### config.mk
export PLATFORM = sky130hd
export DESIGN_NAME = flash_host
export DESIGN_NICKNAME = d
export VERILOG_FILES = /design/src/flash_host.v
export VERILOG_INCLUDE_DIRS = /design/src /design/src/src
export SDC_FILE = /design/constraint.sdc
export NUM_CORES = 1
export LEC_CHECK = 0
export BUFFER_PORTS_ARGS = -buffer_cell sky130_fd_sc_hd__buf_4
export CORE_MARGIN = 3
export CORE_UTILIZATION = 52
export CTS_BUF_LIST = sky130_fd_sc_hd__clkbuf_4 sky130_fd_sc_hd__clkbuf_8
export DETAILED_ROUTE_END_ITERATION = 6
export PLACE_DENSITY = 0.76
export SLEW_MARGIN = 40
export SYNTH_ARGS = -nofsm -noshare
export SYNTH_HDL_FRONTEND = slang
export SYNTH_SLANG_ARGS = --single-unit
### constraint.sdc
create_clock -name SYS_CLK_I -period 2.7 [get_ports SYS_CLK_I]
set_clock_uncertainty 0.1 [all_clocks]
set_input_delay 0.405 -clock SYS_CLK_I [delete_from_list [all_inputs] [get_ports SYS_CLK_I]]
set_output_delay 0.405 -clock SYS_CLK_I [all_outputs]
set_load 0.01 [all_outputs]
### src/flash_host_map.vh
// Constants for the flash host controller
// Notes on behaviour
// - After timeout flag rises, host writes reset; device returns to array read.
// - Two unlocks plus autoselect command enter autoselect; reads repeat freely.
// - Autoselect holds until the host writes reset.
// - Program is two unlocks, set-up, then address and data.
// - Hardware reset kills programming; host restarts the sequence. The model only blocks writes in reset; programs still finish.
// - Write cycle only with chip and write strobe low, output enable high.
`ifndef FLASH_HOST_MAP_VH
`define FLASH_HOST_MAP_VH
`define UNLOCK1_ADDR 18'h0_0555
`define UNLOCK2_ADDR 18'h0_02AA
`define UNLOCK1_DATA 16'h0000_00AA
`define UNLOCK2_DATA 16'h0000_0055
`define CMD_RESET 16'h0000_00F0
`define CMD_AUTOSEL 16'h0000_0090
`define CMD_PROGRAM 16'h0000_00A0
`define POLL_BIT 7
`define TOUT_BIT 5
`define OP_RESET 2'h0
`define OP_AUTOSEL 2'h1
`define OP_PROGRAM 2'h2
`define OP_READ 2'h3
// Phase lengths in system cycles, each at least one 100 ns cycle
`define T_SETUP 4'h1
`define T_PULSE 4'h1
`define T_READ 4'h1
`endif

### src/flash_host.v
// Host controller driving the flash command interface
`timescale 1ns/1ps
`include "flash_host_map.vh"
module flash_host
(
    input wire SYS_CLK_I,
    input wire ARST_N_I,
    input wire CMD_VALID_I,
    input wire [1:0] CMD_OP_I,
    input wire [17:0] CMD_ADDR_I,
    input wire [15:0] CMD_DATA_I,
    output reg CMD_READY_O,
    output reg DONE_O,
    output reg ERROR_O,
    output reg [15:0] RDATA_O,
    input wire [15:0] FL_DQ_I,
    input wire FL_READY_BUSY_OUT_I,
    output reg [17:0] FL_ADDR_O,
    output reg [15:0] FL_DQ_O,
    output reg FL_DQ_OE_O,
    output reg FL_CE_N_O,
    output reg FL_WE_N_O,
    output reg FL_OE_N_O,
    output reg FL_RESET_N_O
);
    localparam S_IDLE = 7'h01;
    localparam S_SETUP = 7'h02;
    localparam S_WPULSE = 7'h04;
    localparam S_WHOLD = 7'h08;
    localparam S_READ = 7'h10;
    localparam S_POLL = 7'h20;
    localparam S_DONE = 7'h40;

    reg [6:0] state_r;
    reg [6:0] state_nxt;
    reg [3:0] cnt_r;
    reg [3:0] cnt_nxt;
    reg [2:0] step_r;
    reg [2:0] step_nxt;
    reg [1:0] op_r;
    reg [17:0] addr_r;
    reg [15:0] data_r;
    reg [15:0] dq_s1_r;
    reg [15:0] dq_s2_r;
    reg ry_s1_r;
    reg ry_s2_r;
    reg [2:0] nsteps;
    reg [17:0] wa;
    reg [15:0] wd;

    // Pin inputs pass two flip-flops before use
    always @(posedge SYS_CLK_I or negedge ARST_N_I)
    begin
        if (!ARST_N_I)
        begin
            dq_s1_r <= 16'h0000;
            dq_s2_r <= 16'h0000;
            ry_s1_r <= 1'b0;
            ry_s2_r <= 1'b0;
        end
        else
        begin
            dq_s1_r <= FL_DQ_I;
            dq_s2_r <= dq_s1_r;
            ry_s1_r <= FL_READY_BUSY_OUT_I;
            ry_s2_r <= ry_s1_r;
        end
    end

    // Cycle count and address/data of each write step
    always @*
    begin
        nsteps = 3'd1;
        wa = `UNLOCK1_ADDR;
        wd = `UNLOCK1_DATA;
        case (op_r)
            `OP_RESET: nsteps = 3'd1;
            `OP_AUTOSEL: nsteps = 3'd3;
            `OP_PROGRAM: nsteps = 3'd4;
            default: nsteps = 3'd0;
        endcase
        if (op_r == `OP_RESET)
        begin
            wa = addr_r;
            wd = `CMD_RESET;
        end
        else
        begin
            case (step_r)
                3'd0:
                begin
                    wa = `UNLOCK1_ADDR;
                    wd = `UNLOCK1_DATA;
                end
                3'd1:
                begin
                    wa = `UNLOCK2_ADDR;
                    wd = `UNLOCK2_DATA;
                end
                3'd2:
                begin
                    wa = `UNLOCK1_ADDR;
                    wd = (op_r == `OP_PROGRAM) ? `CMD_PROGRAM : `CMD_AUTOSEL;
                end
                default:
                begin
                    wa = addr_r;
                    wd = data_r;
                end
            endcase
        end
    end

    always @*
    begin
        state_nxt = state_r;
        cnt_nxt = cnt_r;
        step_nxt = step_r;
        case (state_r)
            S_IDLE:
            begin
                step_nxt = 3'd0;
                // Read waits a cycle more so the synchroniser holds the new word
                cnt_nxt = (CMD_OP_I == `OP_READ) ? `T_READ + 4'h1 : `T_SETUP;
                if (CMD_VALID_I)
                    state_nxt = (CMD_OP_I == `OP_READ) ? S_READ : S_SETUP;
            end
            S_SETUP:
            begin
                // Address and data settle with strobe high; device latches address
                // when write strobe falls after chip select
                if (cnt_r == 4'h0)
                begin
                    state_nxt = S_WPULSE;
                    cnt_nxt = `T_PULSE;
                end
                else
                    cnt_nxt = cnt_r - 4'h1;
            end
            S_WPULSE:
            begin
                if (cnt_r == 4'h0)
                begin
                    state_nxt = S_WHOLD;
                    cnt_nxt = `T_SETUP;
                end
                else
                    cnt_nxt = cnt_r - 4'h1;
            end
            S_WHOLD:
            begin
                if (cnt_r == 4'h0)
                begin
                    step_nxt = step_r + 3'd1;
                    cnt_nxt = `T_SETUP;
                    if (step_r + 3'd1 == nsteps)
                    begin
                        // First poll must not judge the write data still in the synchroniser
                        state_nxt = (op_r == `OP_PROGRAM) ? S_POLL : S_DONE;
                        cnt_nxt = `T_READ + 4'h1;
                    end
                    else
                        state_nxt = S_SETUP;
                end
                else
                    cnt_nxt = cnt_r - 4'h1;
            end
            S_READ:
            begin
                // Sample only after the synchroniser has caught settled data
                if (cnt_r == 4'h0)
                    state_nxt = S_DONE;
                else
                    cnt_nxt = cnt_r - 4'h1;
            end
            S_POLL:
            begin
                // Host writes nothing while programming; it only polls
                if (cnt_r == 4'h0)
                begin
                    if (ry_s2_r && dq_s2_r[`POLL_BIT] == data_r[`POLL_BIT])
                        state_nxt = S_DONE;
                    else if (dq_s2_r[`TOUT_BIT])
                        state_nxt = S_DONE;
                    cnt_nxt = `T_READ + 4'h2;
                end
                else
                    cnt_nxt = cnt_r - 4'h1;
            end
            S_DONE:
                state_nxt = S_IDLE;
            default:
                state_nxt = S_IDLE;
        endcase
    end

    always @(posedge SYS_CLK_I or negedge ARST_N_I)
    begin
        if (!ARST_N_I)
        begin
            state_r <= S_IDLE;
            cnt_r <= 4'h0;
            step_r <= 3'd0;
            op_r <= `OP_RESET;
            addr_r <= 18'h0_0000;
            data_r <= 16'h0000;
            CMD_READY_O <= 1'b0;
            DONE_O <= 1'b0;
            ERROR_O <= 1'b0;
            RDATA_O <= 16'h0000;
            FL_ADDR_O <= 18'h0_0000;
            FL_DQ_O <= 16'h0000;
            FL_DQ_OE_O <= 1'b0;
            FL_CE_N_O <= 1'b1;
            FL_WE_N_O <= 1'b1;
            FL_OE_N_O <= 1'b1;
            FL_RESET_N_O <= 1'b0;
        end
        else
        begin
            state_r <= state_nxt;
            cnt_r <= cnt_nxt;
            step_r <= step_nxt;
            FL_RESET_N_O <= 1'b1;
            DONE_O <= 1'b0;
            CMD_READY_O <= (state_nxt == S_IDLE);
            if (state_r == S_IDLE && CMD_VALID_I)
            begin
                op_r <= CMD_OP_I;
                addr_r <= CMD_ADDR_I;
                data_r <= CMD_DATA_I;
                ERROR_O <= 1'b0;
            end
            if (state_r == S_POLL && cnt_r == 4'h0 && state_nxt == S_DONE)
                ERROR_O <= !(ry_s2_r && dq_s2_r[`POLL_BIT] == data_r[`POLL_BIT]);
            if (state_r == S_READ && cnt_r == 4'h0)
                RDATA_O <= dq_s2_r;
            if (state_nxt == S_DONE)
                DONE_O <= 1'b1;
            // Output enable kept high during any write so no write is inhibited
            FL_OE_N_O <= !(state_nxt == S_READ || state_nxt == S_POLL);
            FL_CE_N_O <= (state_nxt == S_IDLE || state_nxt == S_DONE);
            FL_WE_N_O <= (state_nxt != S_WPULSE);
            FL_DQ_OE_O <= (state_nxt == S_SETUP || state_nxt == S_WPULSE ||
                           state_nxt == S_WHOLD);
            if (state_nxt == S_SETUP)
            begin
                FL_ADDR_O <= (state_r == S_IDLE) ? ((CMD_OP_I == `OP_RESET) ?
                             CMD_ADDR_I : `UNLOCK1_ADDR) : wa;
                FL_DQ_O <= (state_r == S_IDLE) ? ((CMD_OP_I == `OP_RESET) ?
                           `CMD_RESET : `UNLOCK1_DATA) : wd;
            end
            else if (state_nxt == S_READ || state_nxt == S_POLL)
                FL_ADDR_O <= (state_r == S_IDLE) ? CMD_ADDR_I : addr_r;
        end
    end
endmodule

# Word level (Yosys, flattened, before mapping)
# Index checks and enable logic that the tools add are counted.
[totals]
inputBits = 56
romBits = 0
elab_cells = 106
latch_bits = 0
mem_count = 0
ram_bits = 0
reg_bits = 142
output_inout_bits = 58
[classes]
magnitude_cmp = 0
n_mul = 0
bitwise = 0
eq_ne = 23
mux = 37
n_addsub = 2
n_shift = 0
div_mod_pow = 0
reduce_logical = 23
[ops]
columns = ["cell", "count"]
rows = [
  ["18-bit two-way mux", 6],
  ["7-bit two-way mux", 11],
  ["16-bit one-hot mux with 3 select lines", 1],
  ["7-bit one-hot mux with 6 select lines", 1],
  ["18-bit one-hot mux with 2 select lines", 1],
  ["16-bit two-way mux", 2],
  ["4-bit one-hot mux with 5 select lines", 1],
  ["4-bit two-way mux", 4],
  ["7-bit by 1-bit equality test with 1-bit output (second input constant)", 2],
  ["7-bit by 2-bit equality test with 1-bit output (second input constant)", 2],
  ["7-bit by 3-bit equality test with 1-bit output (second input constant)", 2],
  ["7-bit by 4-bit equality test with 1-bit output (second input constant)", 2],
  ["7-bit by 5-bit equality test with 1-bit output (second input constant)", 2],
  ["7-bit by 6-bit equality test with 1-bit output (second input constant)", 2],
  ["3-bit one-hot mux with 3 select lines", 1],
  ["7-bit equality test (second input constant)", 1],
  ["7-bit by 3-bit inequality test with 1-bit output (second input constant)", 1],
  ["6-bit two-way mux", 1],
  ["3-bit one-hot mux with 2 select lines", 1],
  ["2-bit nonzero test", 3],
  ["1-bit logical AND", 5],
  ["5-bit two-way mux", 1],
  ["5-bit nonzero test", 1],
  ["2-bit equality test (second input constant)", 2],
  ["18 further kinds", 29],
]

# Logic depth before layout (Yosys ltp)
[logic_depth]
depth_word = 10
ltp_mapped = 10
depth_no_buf = 9

# Least setup slack after synthesis
# No wires, ideal clock.
[synth_path]
kind = "register -> register"
from = "register step_r[0]"
to = "register FL_ADDR_O[0]"
path_slack_ps = -26
synth_period_minus_slack_ps = 2726
required_ps = 2479
path_stages_with_launch = 10
setup_time_ps = 121
n_path_buf = 1
arrival_time_ps = 2505
cell_sequence = "dfrtp_1 -> inv_1 -> ha_1 -> or2_2 -> a2111oi_4 -> nor2_1 -> o2bb2ai_2 -> or2_2 -> buf_4 -> o22a_1"
[synth_between]
elab_chain_cells = 8
elab_cells_between_ends = 18
cone_classes = "add/sub (1); eq/ne (6); mux (7); reduce/logical (4)"
[synth_rtl]
columns = ["item", "line_no", "text"]
rows = [
  ["start: declaration", "flash_host.v:38", "reg [2:0] step_r;"],
  ["start signal: assignment", "flash_host.v:223", "step_r <= step_nxt;"],
  ["3-bit by 1-bit adder with 3-bit output", "flash_host.v:156", "if (step_r + 3'd1 == nsteps)"],
  ["3-bit equality test", "flash_host.v:156", ""],
  ["7-bit two-way mux", "flash_host.v:156", ""],
  ["7-bit two-way mux", "flash_host.v:152", "if (cnt_r == 4'h0)"],
  ["7-bit one-hot mux with 6 select lines", "flash_host.v:119", "case (state_r)"],
  ["7-bit by 5-bit equality test with 1-bit output or 7-bit by 6-bit equality test with 1-bit output (tied branches)", "flash_host.v:253", "else if (state_nxt == S_READ || state_nxt == S_POLL)"],
  ["1-bit logical OR", "flash_host.v:253", ""],
  ["2-bit nonzero test (no source line)", "--", ""],
  ["end signal: assignment", "flash_host.v:248", "FL_ADDR_O <= (state_r == S_IDLE) ? ((CMD_OP_I == `OP_RESET) ?"],
  ["end signal: assignment", "flash_host.v:254", "FL_ADDR_O <= (state_r == S_IDLE) ? CMD_ADDR_I : addr_r;"],
  ["end: declaration", "flash_host.v:18", "output reg [17:0] FL_ADDR_O,"],
]
# Parallel ways exist; a longest one is shown, timed or not.
# A chain may end at the register's enable or synchronous reset.

# Final worst setup path
[layout_path]
from = "register state_r[6]"
to = "register FL_ADDR_O[11]"
[layout_between]
elab_chain_cells = 7
elab_cells_between_ends = 24
cone_classes = "eq/ne (9); mux (13); reduce/logical (2)"
[layout_rtl]
columns = ["item", "line_no", "text"]
rows = [
  ["start: declaration", "flash_host.v:34", "reg [6:0] state_r;"],
  ["start signal: assignment", "flash_host.v:221", "state_r <= state_nxt;"],
  ["7-bit two-way mux", "flash_host.v:183", "else if (dq_s2_r[`TOUT_BIT])"],
  ["7-bit two-way mux", "flash_host.v:181", "if (ry_s2_r && dq_s2_r[`POLL_BIT] == data_r[`POLL_BIT])"],
  ["7-bit two-way mux", "flash_host.v:179", "if (cnt_r == 4'h0)"],
  ["7-bit one-hot mux with 6 select lines", "flash_host.v:119", ""],
  ["7-bit by 5-bit equality test with 1-bit output or 7-bit by 6-bit equality test with 1-bit output (tied branches)", "flash_host.v:253", ""],
  ["1-bit logical OR", "flash_host.v:253", ""],
  ["2-bit nonzero test (no source line)", "--", ""],
]
# Parallel ways exist; a longest one is shown, timed or not. The select of a mux whose other input is x is not followed.

==> impl_metrics.csv <==
group,metric,value,unit
yosys,avgSynthCellArea,12.0,µm²
yosys,synth_top_area_share,56.4,%
worst_setup_path,critPathCapture,"FL_ADDR_O[11]",
placement,hpwl,10200,µm
worst_setup_path,path_class,"flop to flop",
final_layout,layout.cells.most_common,"buf_4",
die,io_pins,114,
sta,max_freq,391,MHz
worst_setup_path,critical_path_peak_fanout,10,
final_layout,nets,741,
yosys,syn_area,0.00612,mm²
placement,gp_congestion,0.873,
drt,first_pass_iters,5,
final_layout,mostFrequentLayoutCells,"buf_4, dfrtp_1, mux2_2",
worst_setup_path,end_kind,"flop",
worst_setup_path,r2r-end,"FL_ADDR_O[11]",
placement,place_inst,772,
drt,drt_iter0_drc,393,
drt,wl_per_cell,17.5,µm
worst_setup_path,rr_worst_depth,8,
clock_tree,cts_buffers,17,
pwr,peakVddDrop,608,µV
clock_tree,cts_max_level,4,
global_route,grt_start_max_net_pins,66,
die,core_area,0.0112,mm²
placement,place_ws,-0.0432,ns
pwr,swShare,34.6,%
pwr,p_sw,2.86,mW
sta,fin_hold_ws,0.0874,ns
clock_tree,clock_latency,0.45,ns
sta,drv_slew,0,
pwr,p_int,5.39,mW
sta,max_slew.worst_pin.slew,0.585,ns
yosys,synthDistinctLibCells,67,
final_layout,diodes,0,
sta,final.setup.worst_slack,0.141,ns
sta,finalCriticalPeriod,2.56,ns
worst_setup_path,cp_cell_sequence,"or4_1 > nor3b_1 > buf_4 > o221ai_1 > o211ai_2 > buf_4 > nand3_1 > o311a_1",
final_layout,final_layout_size_suffix_gt1_share,38.6,%
final_layout,area_growth,30.5,%
sta,setup-violations-final,0,
clock_tree,cts.clk_slew.worst_paths,0.08,ns
global_route,grt_pass1_wl,23400,µm
drt,viasPerCell,5.61,
die,chipWidth,114,µm
yosys,async_reset_ff_share,100,%
sta,slew_headroom,61.0,%
yosys,synthTopCellsByArea,"dfrtp_1, mux2_2, nand2_1",
placement,portBuffers,113,
final_layout,design_area,0.00799,mm²
die,die_area,0.0131,mm²
drt,final_antenna_net_count,0,
placement,place_area,0.00726,mm²
pwr,power.density,1030,mW/mm²
flow_run,max-cap-violations,0,
worst_hold_path,hp-start,"CMD_DATA_I[2]",
yosys,yosysSeqAreaShare,58.1,%
die,row_count,38,
final_layout,final_util,71.5,%
worst_setup_path,crit_path_start,"state_r[6]",
yosys,synth_top_area_cell,"dfrtp_1",
clock_tree,cts.sinks,142,
pwr,seq_power_share,38.5,%
die,die_h,114,µm
worst_setup_path,timing.critical_path.mode_cell,"buf_4",
sta,min_period_over_period,94.8,%
worst_setup_path,reg2reg_slack,0.14,ns
worst_setup_path,critPathLaunchType,"flop",
yosys,synthCells,511,
drt,wl,14500,µm
clock_tree,cts_buffer_depth,2,
worst_setup_path,slowest_stage,"or4_1",
final_layout,fin_cells,831,
pwr,clkPwrFrac,21.9,%
drt,drc_errors,0,
outcome,status,"finished, final reports clean",
global_route,overflow,0,
sta,hold_viol,0,
yosys,synth_edf_count,0,
clock_tree,cts_tree,"yes",
yosys,synthFlopType,"dfrtp_1",
global_route,track_usage,22.9,%
pwr,p_total,8.25,mW
worst_setup_path,required,2.93,ns
clock_tree,cts-root-buf,"clkbuf_8",
worst_setup_path,reg2reg_from,"state_r[6]",
yosys,yosysWarningCount,0,
yosys,ys_ff_latch,142,
yosys,synth_nets,573,
die,start_util,54.8,%
worst_setup_path,cpPeakStageDelay,0.59,ns
worst_setup_path,worstPathArrival,2.79,ns
worst_hold_path,hp-class,"primary input to flop",
drt,vias,4660,
global_route,antenna_found_initial,0,
sta,fin_setup_tns,0,ns
pwr,p_leak,3.71,nW
global_route,first_global_vias,4667,
pwr,pwr-share-comb,39.7,%
## cells by family (layout without fill, tap and decap cells)
group	after synthesis	after routing	synth area share, %
DFF	142	142	58.1
and+or+nand+nor	131	131	10.2
buffers and inverters	44	224	3.64
muxes	63	63	11.4
AOI/OAI and AO/OA	120	120	14.5
adders and majority gates	6	6	1.23
xor gates and xnor gates	4	4	0.797
other	1	1	0.0613
## layout make-up
type                    instances  area, µm²
well taps                     140        175
repair buffers                173       1360
inverters                      20       87.6
multi-input cells             325       2380
clock inverters                11        153
flip-flops and latches        142       3560
fillers                       784       3180
clock buffers                  20        269
## what timing repair did
item | CTS | global route
hold buffers | 18 | 0
setup buffers | 0 | 10
setup endpoints to repair | 8 | 16
gates cloned | 0 | 0
hold endpoints to repair | 76 | 0
pin swaps | 1 | 3
resized for setup | 2 | 10
## synth_stat cells (3+ instances only)
library cell,number
or2_2,3
dfstp_2,4
inv_1,19
nor3_1,4
a32oi_1,3
mux2_2,53
buf_1,3
o31a_1,4
nand3_1,11
o22a_1,5
a211oi_1,3
o211ai_1,7
o221ai_1,7
buf_6,3
or3_1,3
nor2b_1,5
mux2i_1,10
buf_4,5
a22oi_1,4
nand2_1,47
nor2_1,34
ha_1,6
o31ai_1,3
o21ai_0,26
a21oi_1,19
clkbuf_1,4
buf_2,8
nand4_1,3
and2_1,5
dfrtp_1,138
a22o_1,4
nor3b_1,4
a31oi_1,8
## how the worst min path moves through the flow
stage                              to  slack, ns  cells after the start
final                       data_r[2]       0.09                      2
after global routing       data_r[12]       0.07                      2
after CTS                   data_r[2]       0.06                      2
after detailed placement  dq_s2_r[12]       0.23                      0
after global placement     dq_s2_r[2]       0.23                      0
after floorplan           CMD_READY_O      0.009                      0
## power by group through the flow
stage                     clock network [mW]  registers (mW)  logic, mW
final                                   1.80            3.17       3.27
after global routing                    1.93            3.25       3.58
after CTS                               1.85            3.16       3.15
after detailed placement                   0            3.20       3.12
after global placement                     0            3.17       3.01
after floorplan                            0            3.21       1.93
## routing by layer
metal | vias up | global-route usage, % | wire [µm]
li1 | 2188 | - | -
met1 | 2297 | 30.1 | 6300
met2 | 150 | 36.5 | 7090
met3 | 25 | 5.29 | 894
met4 | 0 | 10.1 | 242
met5 | - | 0 | 0
## state kept, by name (all words and copies together) (netlist names)
| register | count |
|---|---|
| dq_s2_r | 16 |
| FL_DQ_O | 16 |
| cnt_r | 4 |
| op_r | 2 |
| FL_DQ_OE_O | 1 |
| dq_s1_r | 16 |
| FL_RESET_N_O | 1 |
| FL_WE_N_O | 1 |
| ERROR_O | 1 |
| RDATA_O | 16 |
| ry_s2_r | 1 |
| FL_OE_N_O | 1 |
| step_r | 3 |
| FL_CE_N_O | 1 |
| data_r | 16 |
| FL_ADDR_O | 18 |
| CMD_READY_O | 1 |
| addr_r | 18 |
| ry_s1_r | 1 |
| DONE_O | 1 |
| state_r | 7 |
## worst max-delay path, delay by kind of cell, from the launching register on
family          cells  cell delay, ns
flops               1            0.44
compound gates      3            0.48
simple gates        3            1.01
buf+inv             2            0.42
No activity file was read; power rests on OpenSTA's default activity.
